File: config.mk
export PLATFORM = sky130hd
export DESIGN_NAME = adp_top
export DESIGN_NICKNAME = d
export VERILOG_FILES = /design/src/adp_pkg.sv /design/src/adp_top.sv /design/src/adp_sync.sv /design/src/adp_current.sv
export SDC_FILE = /design/constraint.sdc
export NUM_CORES = 1
export LEC_CHECK = 0
export BUFFER_PORTS_ARGS = -buffer_cell sky130_fd_sc_hd__buf_2
export CAP_MARGIN = 10
export CORE_AREA = 2 2 115 117
export DETAILED_ROUTE_END_ITERATION = 10
export DIE_AREA = 0 0 117 119
export PLACE_DENSITY = 0.8
export SLEW_MARGIN = 0
export SYNTH_ARGS = -nofsm -noshare
export SYNTH_HDL_FRONTEND = slang
export SYNTH_SLANG_ARGS = --single-unit
File: constraint.sdc
create_clock -name clk_i -period 2.9 [get_ports clk_i]
set_input_delay 0.58 -clock clk_i [delete_from_list [all_inputs] [get_ports clk_i]]
set_output_delay 0.58 -clock clk_i [all_outputs]
set_load 0.02 [all_outputs]
File: src/adp_pkg.sv
package adp_pkg;
	// ---------------------------------------------------------------
	// geometry
	// ---------------------------------------------------------------
	localparam int unsigned NUM_AXES = 4;
	localparam logic [6:0] LEVEL_MAX = 7'h46;
	localparam logic [6:0] LEVEL_RST = 7'h00;
	localparam logic [6:0] PCT_FULL = 7'h64;
	// enable state codes, two's complement of -1, 0, 1
	localparam logic [1:0] EN_ON = 2'h1;
	localparam logic [1:0] EN_HOLD = 2'h0;
	localparam logic [1:0] EN_OFF = 2'h3;
	// code two has no meaning and is refused on write
	localparam logic [1:0] EN_RSVD = 2'h2;
	localparam logic [6:0] PCT_OFF = 7'h00;
	localparam logic DIR_NORMAL = 1'h0;
	// ---------------------------------------------------------------
	// register map, byte addresses
	// ---------------------------------------------------------------
	localparam logic [7:0] ADR_LEVEL0 = 8'h00;
	localparam logic [7:0] ADR_EN0 = 8'h10;
	localparam logic [7:0] ADR_DIR0 = 8'h20;
	localparam logic [7:0] ADR_LEVEL_ALL = 8'h30;
	localparam logic [7:0] ADR_EN_ALL = 8'h34;
	localparam logic [7:0] ADR_DIR_ALL = 8'h38;
	localparam logic [7:0] ADR_STATUS = 8'h3C;
	localparam logic [7:0] ADR_CAL = 8'h40;
	localparam logic [7:0] ADR_BLOCK_MASK = 8'hF0;
	localparam logic [7:0] ADR_AXIS_MASK = 8'h0C;
	localparam int unsigned ADR_AXIS_LSB = 2;
	// all-axis field layouts: level 8 bits per axis, enable 2, direction 1
	localparam int unsigned LEVEL_FW = 8;
	localparam int unsigned EN_FW = 2;
	// motion profile phases per axis
	typedef enum logic [1:0] {
		ADP_IDLE = 2'h0,
		ADP_ACCEL = 2'h1,
		ADP_CRUISE = 2'h3,
		ADP_DECEL = 2'h2
	} adp_phase_t;
	// per-axis setting bundle
	typedef struct packed {
		logic [6:0] level;
		logic [1:0] en;
		logic dir;
	} adp_axis_cfg_t;
	// per-axis physical limit inputs
	typedef struct packed {
		logic end_input_low;
		logic end_input_high;
	} adp_sw_t;
endpackage

File: src/adp_top.sv
// The Wishbone slave port and the address map are this design's own decisions.
`timescale 1ns/100ps
`default_nettype none
// per-axis drive power, enable and direction block with Wishbone slave
module adp_top
	import adp_pkg::*;
(
	// clock and reset
	input wire logic clk_i,
	input wire logic rst_i,
	// wishbone slave
	input wire logic cyc_i,
	input wire logic stb_i,
	input wire logic we_i,
	input wire logic [7:0] adr_i,
	input wire logic [3:0] sel_i,
	input wire logic [31:0] dat_i,
	output logic [31:0] dat_o,
	output logic ack_o,
	output logic err_o,
	// motion profile phase per axis, from the profile generator
	input wire logic [2*NUM_AXES-1:0] phase_i,
	// move requests per axis, pulse
	input wire logic [NUM_AXES-1:0] move_req_i,
	// closed-loop calibration done per axis, pulse
	input wire logic [NUM_AXES-1:0] cal_done_i,
	// physical limit switch pins
	input wire adp_sw_t [NUM_AXES-1:0] sw_pin_i,
	// power stage drive
	output logic [7*NUM_AXES-1:0] cur_pct_o,
	output logic [NUM_AXES-1:0] stage_on_o,
	// motion gating and direction
	output logic [NUM_AXES-1:0] move_go_o,
	output logic [NUM_AXES-1:0] dir_rev_o,
	output logic [NUM_AXES-1:0] closed_loop_o,
	// remapped logical switches
	output logic [NUM_AXES-1:0] ref_switch_o,
	output logic [NUM_AXES-1:0] far_limit_switch_o
);
	// ---------------------------------------------------------------
	// state
	// ---------------------------------------------------------------
	adp_axis_cfg_t [NUM_AXES-1:0] cfg_reg;
	adp_axis_cfg_t [NUM_AXES-1:0] cfg_next;
	logic [NUM_AXES-1:0] cl_reg;
	logic [NUM_AXES-1:0] cl_next;
	logic [NUM_AXES-1:0] go_reg;
	logic [NUM_AXES-1:0] go_next;
	logic ack_reg;
	logic ack_next;
	logic err_reg;
	logic err_next;
	logic [31:0] rd_reg;
	logic [31:0] rd_next;
	logic [7*NUM_AXES-1:0] pct_reg;
	logic [7*NUM_AXES-1:0] pct_comb;
	logic [NUM_AXES-1:0] son_reg;
	logic [NUM_AXES-1:0] son_comb;
	logic [NUM_AXES-1:0] rsw_reg;
	logic [NUM_AXES-1:0] fsw_reg;
	logic [NUM_AXES-1:0] rsw_next;
	logic [NUM_AXES-1:0] fsw_next;
	adp_sw_t [NUM_AXES-1:0] sw_sync;
	logic [2*NUM_AXES-1:0] sw_flat;
	// bus decode
	logic req;
	logic [1:0] ax;
	logic [7:0] blk;
	assign req = cyc_i && stb_i && !ack_reg && !err_reg;
	assign ax = adr_i[ADR_AXIS_LSB +: 2];
	assign blk = adr_i & ADR_BLOCK_MASK;
	// ---------------------------------------------------------------
	// pin synchronisers
	// ---------------------------------------------------------------
	adp_sync #(
		.W(2*NUM_AXES)
	) u_sync (
		.clk_i(clk_i),
		.rst_i(rst_i),
		.d_i(sw_pin_i),
		.q_o(sw_flat)
	);
	assign sw_sync = sw_flat;
	// ---------------------------------------------------------------
	// per-axis current units
	// ---------------------------------------------------------------
	genvar g;
	generate
		for (g = 0; g < NUM_AXES; g++)
		begin : g_ax
			adp_current u_cur (
				.cfg_i(cfg_reg[g]),
				.phase_i(adp_phase_t'(phase_i[2*g +: 2])),
				.pct_o(pct_comb[7*g +: 7]),
				.stage_on_o(son_comb[g])
			);
		end
	endgenerate
	// ---------------------------------------------------------------
	// settings, bus access, closed loop
	// ---------------------------------------------------------------
	always_comb
	begin
		cfg_next = cfg_reg;
		cl_next = cl_reg;
		ack_next = 1'b0;
		err_next = 1'b0;
		rd_next = rd_reg;
		cl_next = cl_reg | cal_done_i;
		if (req)
		begin
			ack_next = 1'b1;
			rd_next = 32'h0000_0000;
			if (blk == ADR_LEVEL0 || blk == ADR_EN0 || blk == ADR_DIR0)
			begin
				if (we_i && sel_i[0])
				begin
					if (blk == ADR_LEVEL0)
					begin
						if (dat_i[6:0] <= LEVEL_MAX && dat_i[7] == 1'b0)
						begin
							cfg_next[ax].level = dat_i[6:0];
						end
					end
					else if (blk == ADR_EN0)
					begin
						if (dat_i[1:0] != EN_RSVD)
						begin
							cfg_next[ax].en = dat_i[1:0];
						end
					end
					else
					begin
						cfg_next[ax].dir = dat_i[0];
					end
				end
				if (blk == ADR_LEVEL0)
				begin
					rd_next = {25'h0, cfg_reg[ax].level};
				end
				else if (blk == ADR_EN0)
				begin
					// enable read sign-extended: -1 reads all ones
					rd_next = {{30{cfg_reg[ax].en[1]}}, cfg_reg[ax].en};
				end
				else
				begin
					rd_next = {31'h0, cfg_reg[ax].dir};
				end
			end
			else if (adr_i == ADR_LEVEL_ALL)
			begin
				for (int i = 0; i < NUM_AXES; i++)
				begin
					// value list for all axes, per byte lane
					if (we_i && sel_i[i] && dat_i[LEVEL_FW*i+7] == 1'b0
						&& dat_i[LEVEL_FW*i +: 7] <= LEVEL_MAX)
					begin
						cfg_next[i].level = dat_i[LEVEL_FW*i +: 7];
					end
					rd_next[LEVEL_FW*i +: 7] = cfg_reg[i].level;
				end
			end
			else if (adr_i == ADR_EN_ALL)
			begin
				for (int i = 0; i < NUM_AXES; i++)
				begin
					if (we_i && sel_i[0] && dat_i[EN_FW*i +: 2] != EN_RSVD)
					begin
						cfg_next[i].en = dat_i[EN_FW*i +: 2];
					end
					rd_next[EN_FW*i +: 2] = cfg_reg[i].en;
				end
			end
			else if (adr_i == ADR_DIR_ALL)
			begin
				for (int i = 0; i < NUM_AXES; i++)
				begin
					if (we_i && sel_i[0])
					begin
						cfg_next[i].dir = dat_i[i];
					end
					rd_next[i] = cfg_reg[i].dir;
				end
			end
			else if (adr_i == ADR_STATUS)
			begin
				// closed loop in bits 3:0, stage on 7:4, raw switches 15:8
				// raw readout from physical inputs, not remapped
				rd_next = {16'h0, sw_flat, son_reg, cl_reg};
			end
			else if (adr_i == ADR_CAL)
			begin
				// software calibration trigger re-enables closed loop
				if (we_i && sel_i[0])
				begin
					cl_next = cl_next | dat_i[NUM_AXES-1:0];
				end
			end
			else
			begin
				// unmapped: error instead of ack
				ack_next = 1'b0;
				err_next = 1'b1;
			end
		end
		// direction change drops closed loop, wins over calibration
		for (int i = 0; i < NUM_AXES; i++)
		begin
			if (cfg_next[i].dir != cfg_reg[i].dir)
			begin
				cl_next[i] = 1'b0;
			end
		end
	end
	// ---------------------------------------------------------------
	// motion gating and switch remap
	// ---------------------------------------------------------------
	always_comb
	begin
		for (int i = 0; i < NUM_AXES; i++)
		begin
			// disabled or off axis blocks motion
			go_next[i] = move_req_i[i] && (cfg_reg[i].en == EN_ON);
			// reversed direction swaps the two limit switches
			if (cfg_reg[i].dir == DIR_NORMAL)
			begin
				rsw_next[i] = sw_sync[i].end_input_low;
				fsw_next[i] = sw_sync[i].end_input_high;
			end
			else
			begin
				rsw_next[i] = sw_sync[i].end_input_high;
				fsw_next[i] = sw_sync[i].end_input_low;
			end
		end
	end
	// ---------------------------------------------------------------
	// registers
	// ---------------------------------------------------------------
	always_ff @(posedge clk_i)
	begin
		if (rst_i)
		begin
			for (int i = 0; i < NUM_AXES; i++)
			begin
				cfg_reg[i].level <= LEVEL_RST;
				cfg_reg[i].en <= EN_ON;
				cfg_reg[i].dir <= DIR_NORMAL;
			end
			cl_reg <= '1;
			go_reg <= '0;
			ack_reg <= 1'b0;
			err_reg <= 1'b0;
			rd_reg <= 32'h0000_0000;
			pct_reg <= '0;
			son_reg <= '0;
			rsw_reg <= '0;
			fsw_reg <= '0;
		end
		else
		begin
			cfg_reg <= cfg_next;
			cl_reg <= cl_next;
			go_reg <= go_next;
			ack_reg <= ack_next;
			err_reg <= err_next;
			rd_reg <= rd_next;
			pct_reg <= pct_comb;
			son_reg <= son_comb;
			rsw_reg <= rsw_next;
			fsw_reg <= fsw_next;
		end
	end
	// ---------------------------------------------------------------
	// outputs
	// ---------------------------------------------------------------
	assign dat_o = rd_reg;
	assign ack_o = ack_reg;
	assign err_o = err_reg;
	assign cur_pct_o = pct_reg;
	assign stage_on_o = son_reg;
	assign move_go_o = go_reg;
	assign closed_loop_o = cl_reg;
	assign ref_switch_o = rsw_reg;
	assign far_limit_switch_o = fsw_reg;
	always_comb
	begin
		for (int i = 0; i < NUM_AXES; i++)
		begin
			dir_rev_o[i] = cfg_reg[i].dir;
		end
	end
endmodule
`default_nettype wire

File: src/adp_sync.sv
`timescale 1ns/100ps
`default_nettype none
// two-flop synchroniser; first flop feeds only the second
module adp_sync
	import adp_pkg::*;
#(
	parameter int unsigned W = 1
)
(
	// clock and reset
	input wire logic clk_i,
	input wire logic rst_i,
	// data
	input wire logic [W-1:0] d_i,
	output logic [W-1:0] q_o
);
	logic [W-1:0] s1_reg;
	logic [W-1:0] s2_reg;
	// ---------------------------------------------------------------
	// two stages
	// ---------------------------------------------------------------
	always_ff @(posedge clk_i)
	begin
		if (rst_i)
		begin
			s1_reg <= '0;
			s2_reg <= '0;
		end
		else
		begin
			s1_reg <= d_i;
			s2_reg <= s1_reg;
		end
	end
	assign q_o = s2_reg;
endmodule
`default_nettype wire

File: src/adp_current.sv
`timescale 1ns/100ps
`default_nettype none
// per-axis current percentage from settings and motion phase
module adp_current
	import adp_pkg::*;
(
	// settings
	input wire adp_axis_cfg_t cfg_i,
	input wire adp_phase_t phase_i,
	// current command in percent
	output logic [6:0] pct_o,
	output logic stage_on_o
);
	// ---------------------------------------------------------------
	// current selection
	// ---------------------------------------------------------------
	always_comb
	begin
		stage_on_o = (cfg_i.en != EN_OFF);
		pct_o = PCT_FULL;
		// decel and short moves keep full current
		if (phase_i == ADP_CRUISE)
		begin
			pct_o = PCT_FULL - cfg_i.level;
		end
		if (!stage_on_o)
		begin
			pct_o = PCT_OFF;
		end
	end
endmodule
`default_nettype wire

# Yosys cells after proc, flatten, opt, wreduce, memory -nomap -nowiden

Index checks and enable logic that the tools add are counted.

Register bits after elaboration: 138
Logic and storage cells: 241

$lt $le $gt $ge: 6
Multiplexer cells: 97
Equal/unequal tests: 31
Bitwise gates (word level): 15
Reductions and logical operators: 58
Add/sub/neg operators: 4

Operators with widths:

| cell                                                            | count |
|---|---|
| 40-bit two-way mux                                              | 6 |
| 40-bit bitwise mux                                              | 3 |
| 7-bit two-way mux                                               | 16 |
| 32-bit two-way mux                                              | 3 |
| 10-bit demux with 2-bit select                                  | 3 |
| 1-bit two-way mux                                               | 36 |
| 4-bit two-way mux                                               | 9 |
| 8-bit by 6-bit == test with 1-bit output, second input constant | 4 |
| 31-bit two-way mux                                              | 1 |
| 7-bit <= comparator, second input constant                      | 4 |
| 7-bit AND reduction                                             | 4 |
| 7-bit subtractor, first input constant                          | 4 |
| 1-bit logical AND                                               | 25 |
| 6-bit AND reduction                                             | 4 |
| 10-bit binary-select mux with 2-bit select                      | 1 |
| 10-bit two-way mux                                              | 2 |
| 2-bit nonzero test                                              | 10 |
| 2-bit != test, second input constant                            | 9 |
| 16-bit two-way mux                                              | 1 |
| 2-bit two-way mux                                               | 8 |
| 8-bit two-way mux                                               | 2 |
| 3-bit two-way mux                                               | 5 |
| 1-bit inverter                                                  | 13 |
| 12-bit two-way mux                                              | 1 |
| other kinds (18)                                                | 37 |

# Depth between registers and ports, before layout

Depth after elaboration: 13
Mapped depth: 8

# By module

A second synthesis with hierarchy kept.

Cells, all modules: 827
Area, all modules: 7319.5 µm²

By module, submodules not included:

| module      | cells each | area an instance (µm²) | times used |
|---|---|---|---|
| adp_top     | 686        | 6019.5                 | 1 |
| adp_current | 27         | 209.0                  | 4 |
| adp_sync    | 33         | 464.2                  | 1 |

# Worst setup path after synthesis

Ideal clock, no wire load.

Path type: input to register
Start: input adr_i[4]
End: register cfg_reg[35] (netlist bit)
Slack: 0.518 ns
Buffers on the path: 3
Stages on the path: 8
Arrival: 2.267 ns
Path through: buf_2 or4_1 buf_2 a211oi_4 a2111oi_4 and2_1 buf_2 o21a_1

Longest elaborated chain between the ends: 5

Ends and longest elaborated chain:

| element                                                                           | RTL line                                       | text |
|---|---|---|
| from (decl)                                                                       | adp_top.sv:15                                  | `input wire logic [7:0] adr_i,` |
| 8-bit zero test or 4-bit by 1-bit == test with 1-bit output (tied branches)       | adp_top.sv:114, adp_top.sv:118, adp_top.sv:125 |  |
| 1-bit logical OR or 40-bit two-way mux (tied branches)                            | adp_top.sv:114, adp_top.sv:125                 |  |
| 1-bit logical OR or 40-bit two-way mux (tied branches)                            | adp_top.sv:114, adp_top.sv:118                 |  |
| 4-bit by 3-bit != test with 1-bit output (no source line) (tied with other cells) | n/a                                            |  |
| 6-bit AND reduction (no source line) or 40-bit two-way mux (tied branches)        | n/a                                            |  |
| to (signal assigned)                                                              | adp_top.sv:263                                 | `cfg_reg <= cfg_next;` |
| to (decl)                                                                         | adp_top.sv:43                                  | `adp_axis_cfg_t [NUM_AXES-1:0] cfg_reg;` |

Several ways; a longest one is shown, not always the timed one. The select of a mux whose other input is x is not followed.
A chain may end at the register's enable or synchronous reset.

# Final worst setup path

Start: input adr_i[5]
End: register cfg_reg[23] (netlist bit)

The elaborated chain is that of the path after synthesis.

==> flow_summary.json <==
{
  "status": "complete, no violations",
  "ios": 159,
  "gp_congestion": 0.964,
  "rows": 42,
  "ys_seq_area_share_pct": 40.8,
  "final_util_pct": 65.5,
  "finalSetupViolCount": 0,
  "cts_setup_buffers": 0,
  "die_area_um2": 13900,
  "start_util_pct": 52.3,
  "max_slew.worst_pin.slew_ns": 1.02,
  "yosys_warnings": 0,
  "syn_nets": 815,
  "min_from": "sw_pin_i[1]",
  "netlist_area_um2": 6730,
  "syn_avg_cell_area_um2": 9.12,
  "gr-usage-all-layers_pct": 32.2,
  "fp.dieW_um": 117,
  "drive_gt1_share_pct": 28.6,
  "root_buffer": "clkbuf_16",
  "worst_setup_path_end_kind": "register",
  "post_cts_resized": 0,
  "totalNegativeSetupSlack_ns": 0,
  "grt_max_degree": 56,
  "cts_hold_buf": 0,
  "die_h_um": 119,
  "route.vias.total": 6820,
  "dr.pass1.iters": 6,
  "multi_input_area_um2": 3680,
  "netlist_instances": 738,
  "largest_register_ffs": 36,
  "async_flop_share_pct": 0,
  "numCtsBuffers": 17,
  "n_fill_cell": 1042,
  "powerDensity_nw_per_um2": 577,
  "cp_data_required_time_ns": 3.20,
  "drtIter0Drc": 738,
  "start_kind": "input pin",
  "rsz0062_at_grt": "no",
  "hpwlAfterDp_um": 15500,
  "cts_sinks": 137,
  "slew_headroom_pct": 31.4,
  "antenna_left": 0,
  "fin_crit_sh_pct": 78.1,
  "detail_route.vias_per_cell": 6.33,
  "seq_area_um2": 2740,
  "cp-startpoint": "adr_i[5]",
  "grt_pass1_vias": 6406,
  "routed_wl_um": 22000,
  "cp_max_fo": 18,
  "synthToLayoutAreaGrowth_pct": 25.3,
  "core-area_um2": 12900,
  "finalHoldViolCount": 0,
  "antenna_found_initial": 0,
  "critPathArrivalTime_ns": 2.56,
  "clk_path_buf_depth": 2,
  "cts_tree": "built",
  "overflow": 0,
  "fin_skew_ns": 0.00960,
  "ir_drop_mv": 0.407,
  "synth_seq_cells": 137,
  "synth_edf_count": 0,
  "final_area_um2": 8430,
  "placed_cell_area_um2": 7780,
  "fmax_ghz": 0.441,
  "cellLeakagePower_nw": 3.43,
  "synth_cell_types": 71,
  "clk_pin_slew_ns": 0.06,
  "routedWlPerCell_um": 20.4,
  "hp-class": "in2reg",
  "r2r-start": "err_o",
  "drc": 0,
  "synthFlopType": "dfxtp_1",
  "clock_latency_ns": 0.43,
  "fin_crit_ns": 2.27,
  "crit_type": "in2reg",
  "maxCapViolCount": 0,
  "slew_viol_final": 0,
  "grt_pass1_wl_um": 34500,
  "fin_nets": 966,
  "portBuffers": 158,
  "htreeDepth": 4
}
area by class of cell:
type / instances / area share [%]
flip-flops and latches: 137 / 32.5
diodes: 1 / 0.0297
clock buffers: 21 / 5.70
repair buffers: 194 / 12.9
well taps: 176 / 2.61
inverters: 14 / 0.623
multi-input cells: 525 / 43.7
clock inverters: 10 / 1.96
cells in the final DEF (no fill, tap or decap), drive strengths merged, types with 4 or more instances in the layout:
cell and instances:
buf 194, dfxtp 137, o21ai 54, nand2 51
a21oi 44, nor2 35, a31oi 28, nor2b 26
mux2i 24, nor3 24, nor4 22, clkbuf 21
a22oi 17, nand3 17, inv 15, a32o 14
mux4 13, o21a 13, and2 12, nand2b 11
xnor2 9, and3 9, a32oi 9, a211oi 8
nand4 7, nor4bb 6, and4 5, o31a 5
a221oi 5, xor2 5, clkinv 5, o31ai 4
ha 4, bufinv 4
stage by stage:
stage / hold slack (ns) / instances / setup slack (ns) / total power [mW]
after CTS: 0.350 / 1077 / 0.688 / 4.86
after global placement: 0.416 / 1046 / 0.319 / 2.53
final: 0.360 / 1078 / 0.634 / 4.86
after global routing: 0.361 / 1077 / 0.554 / 5.00
after detailed placement: 0.423 / 1046 / 0.248 / 2.54
after floorplan: 0.414 / 738 / 0.518 / 2.32
cell usage after synthesis, drive strengths merged, types with 3 or more instances:
| master | number | area, µm² |
|---|---|---|
| or2 | 3 | 18.8 |
| and2 | 12 | 75.1 |
| a211oi | 8 | 90.1 |
| o211ai | 3 | 27.5 |
| clkbuf | 37 | 139 |
| a221oi | 5 | 43.8 |
| inv | 14 | 52.6 |
| a21o | 3 | 23.8 |
| and3 | 9 | 56.3 |
| nor2b | 26 | 163 |
| a22oi | 17 | 128 |
| nor4b | 3 | 32.5 |
| nor4 | 22 | 150 |
| nor3 | 24 | 130 |
| o21a | 13 | 97.6 |
| dfxtp | 137 | 2740 |
| a32oi | 9 | 78.8 |
| a32o | 14 | 140 |
| a31o | 3 | 26.3 |
| o21ai | 54 | 270 |
| mux2i | 24 | 240 |
| a31oi | 28 | 175 |
| nor2 | 35 | 131 |
| nand4 | 7 | 43.8 |
| buf | 25 | 138 |
| o2bb2ai | 3 | 26.3 |
| a21oi | 44 | 220 |
| o31a | 5 | 43.8 |
| xor2 | 5 | 43.8 |
| a211o | 3 | 26.3 |
| nor4bb | 6 | 60.1 |
| xnor2 | 9 | 78.8 |
| nand2b | 11 | 68.8 |
| and4 | 5 | 43.8 |
| o31ai | 4 | 30.0 |
| mux4 | 13 | 293 |
| nand2 | 51 | 191 |
| ha | 4 | 50.1 |
| nand3 | 17 | 90.1 |
routing by layer:
metal	track usage, %	vias up	wire length (µm)
met5	0	-	0
met4	15.7	0	969
met3	9.57	87	2550
met2	47.9	468	9930
met1	42.5	3186	8530
li1	-	3079	-
worst paths after layout:
path / endpoint / slack, ns / cells after the start
hold reg to reg: u_sync.q_o[2] / 0.44 / 1
hold / removal: u_sync.s1_reg[1] / 0.36 / 2
setup / recovery: cfg_reg[23] / 0.63 / 7
setup reg to reg: cfg_reg[2] / 0.80 / 5
critical path: stages:
cell	delay, ns
buf_2	0.21
or4_1	0.77
a211oi_4	0.43
a211oi_2	0.09
buf_4	0.22
a31oi_1	0.17
nor3_1	0.08
cells by family (layout without fill, tap and decap cells):
logic type,after synthesis,in the layout,synth area share (%)
compound gates,230,230,23.9
other cells,0,1,0
mux,38,38,8.09
flops,137,137,40.8
xor+xnor,14,14,1.82
simple gates,239,239,19.8
buf+inv,76,239,4.89
fa+ha+maj,4,4,0.744
report_power, final:
| group | total (mW) | internal, mW | switching, mW |
|---|---|---|---|
| Clock | 2.34 | 1.53 | 0.816 |
| Combinational | 0.547 | 0.198 | 0.349 |
| Sequential | 1.97 | 1.94 | 0.0284 |
| Total | 4.86 | 3.67 | 1.19 |
No activity file was read; power rests on OpenSTA's default activity.
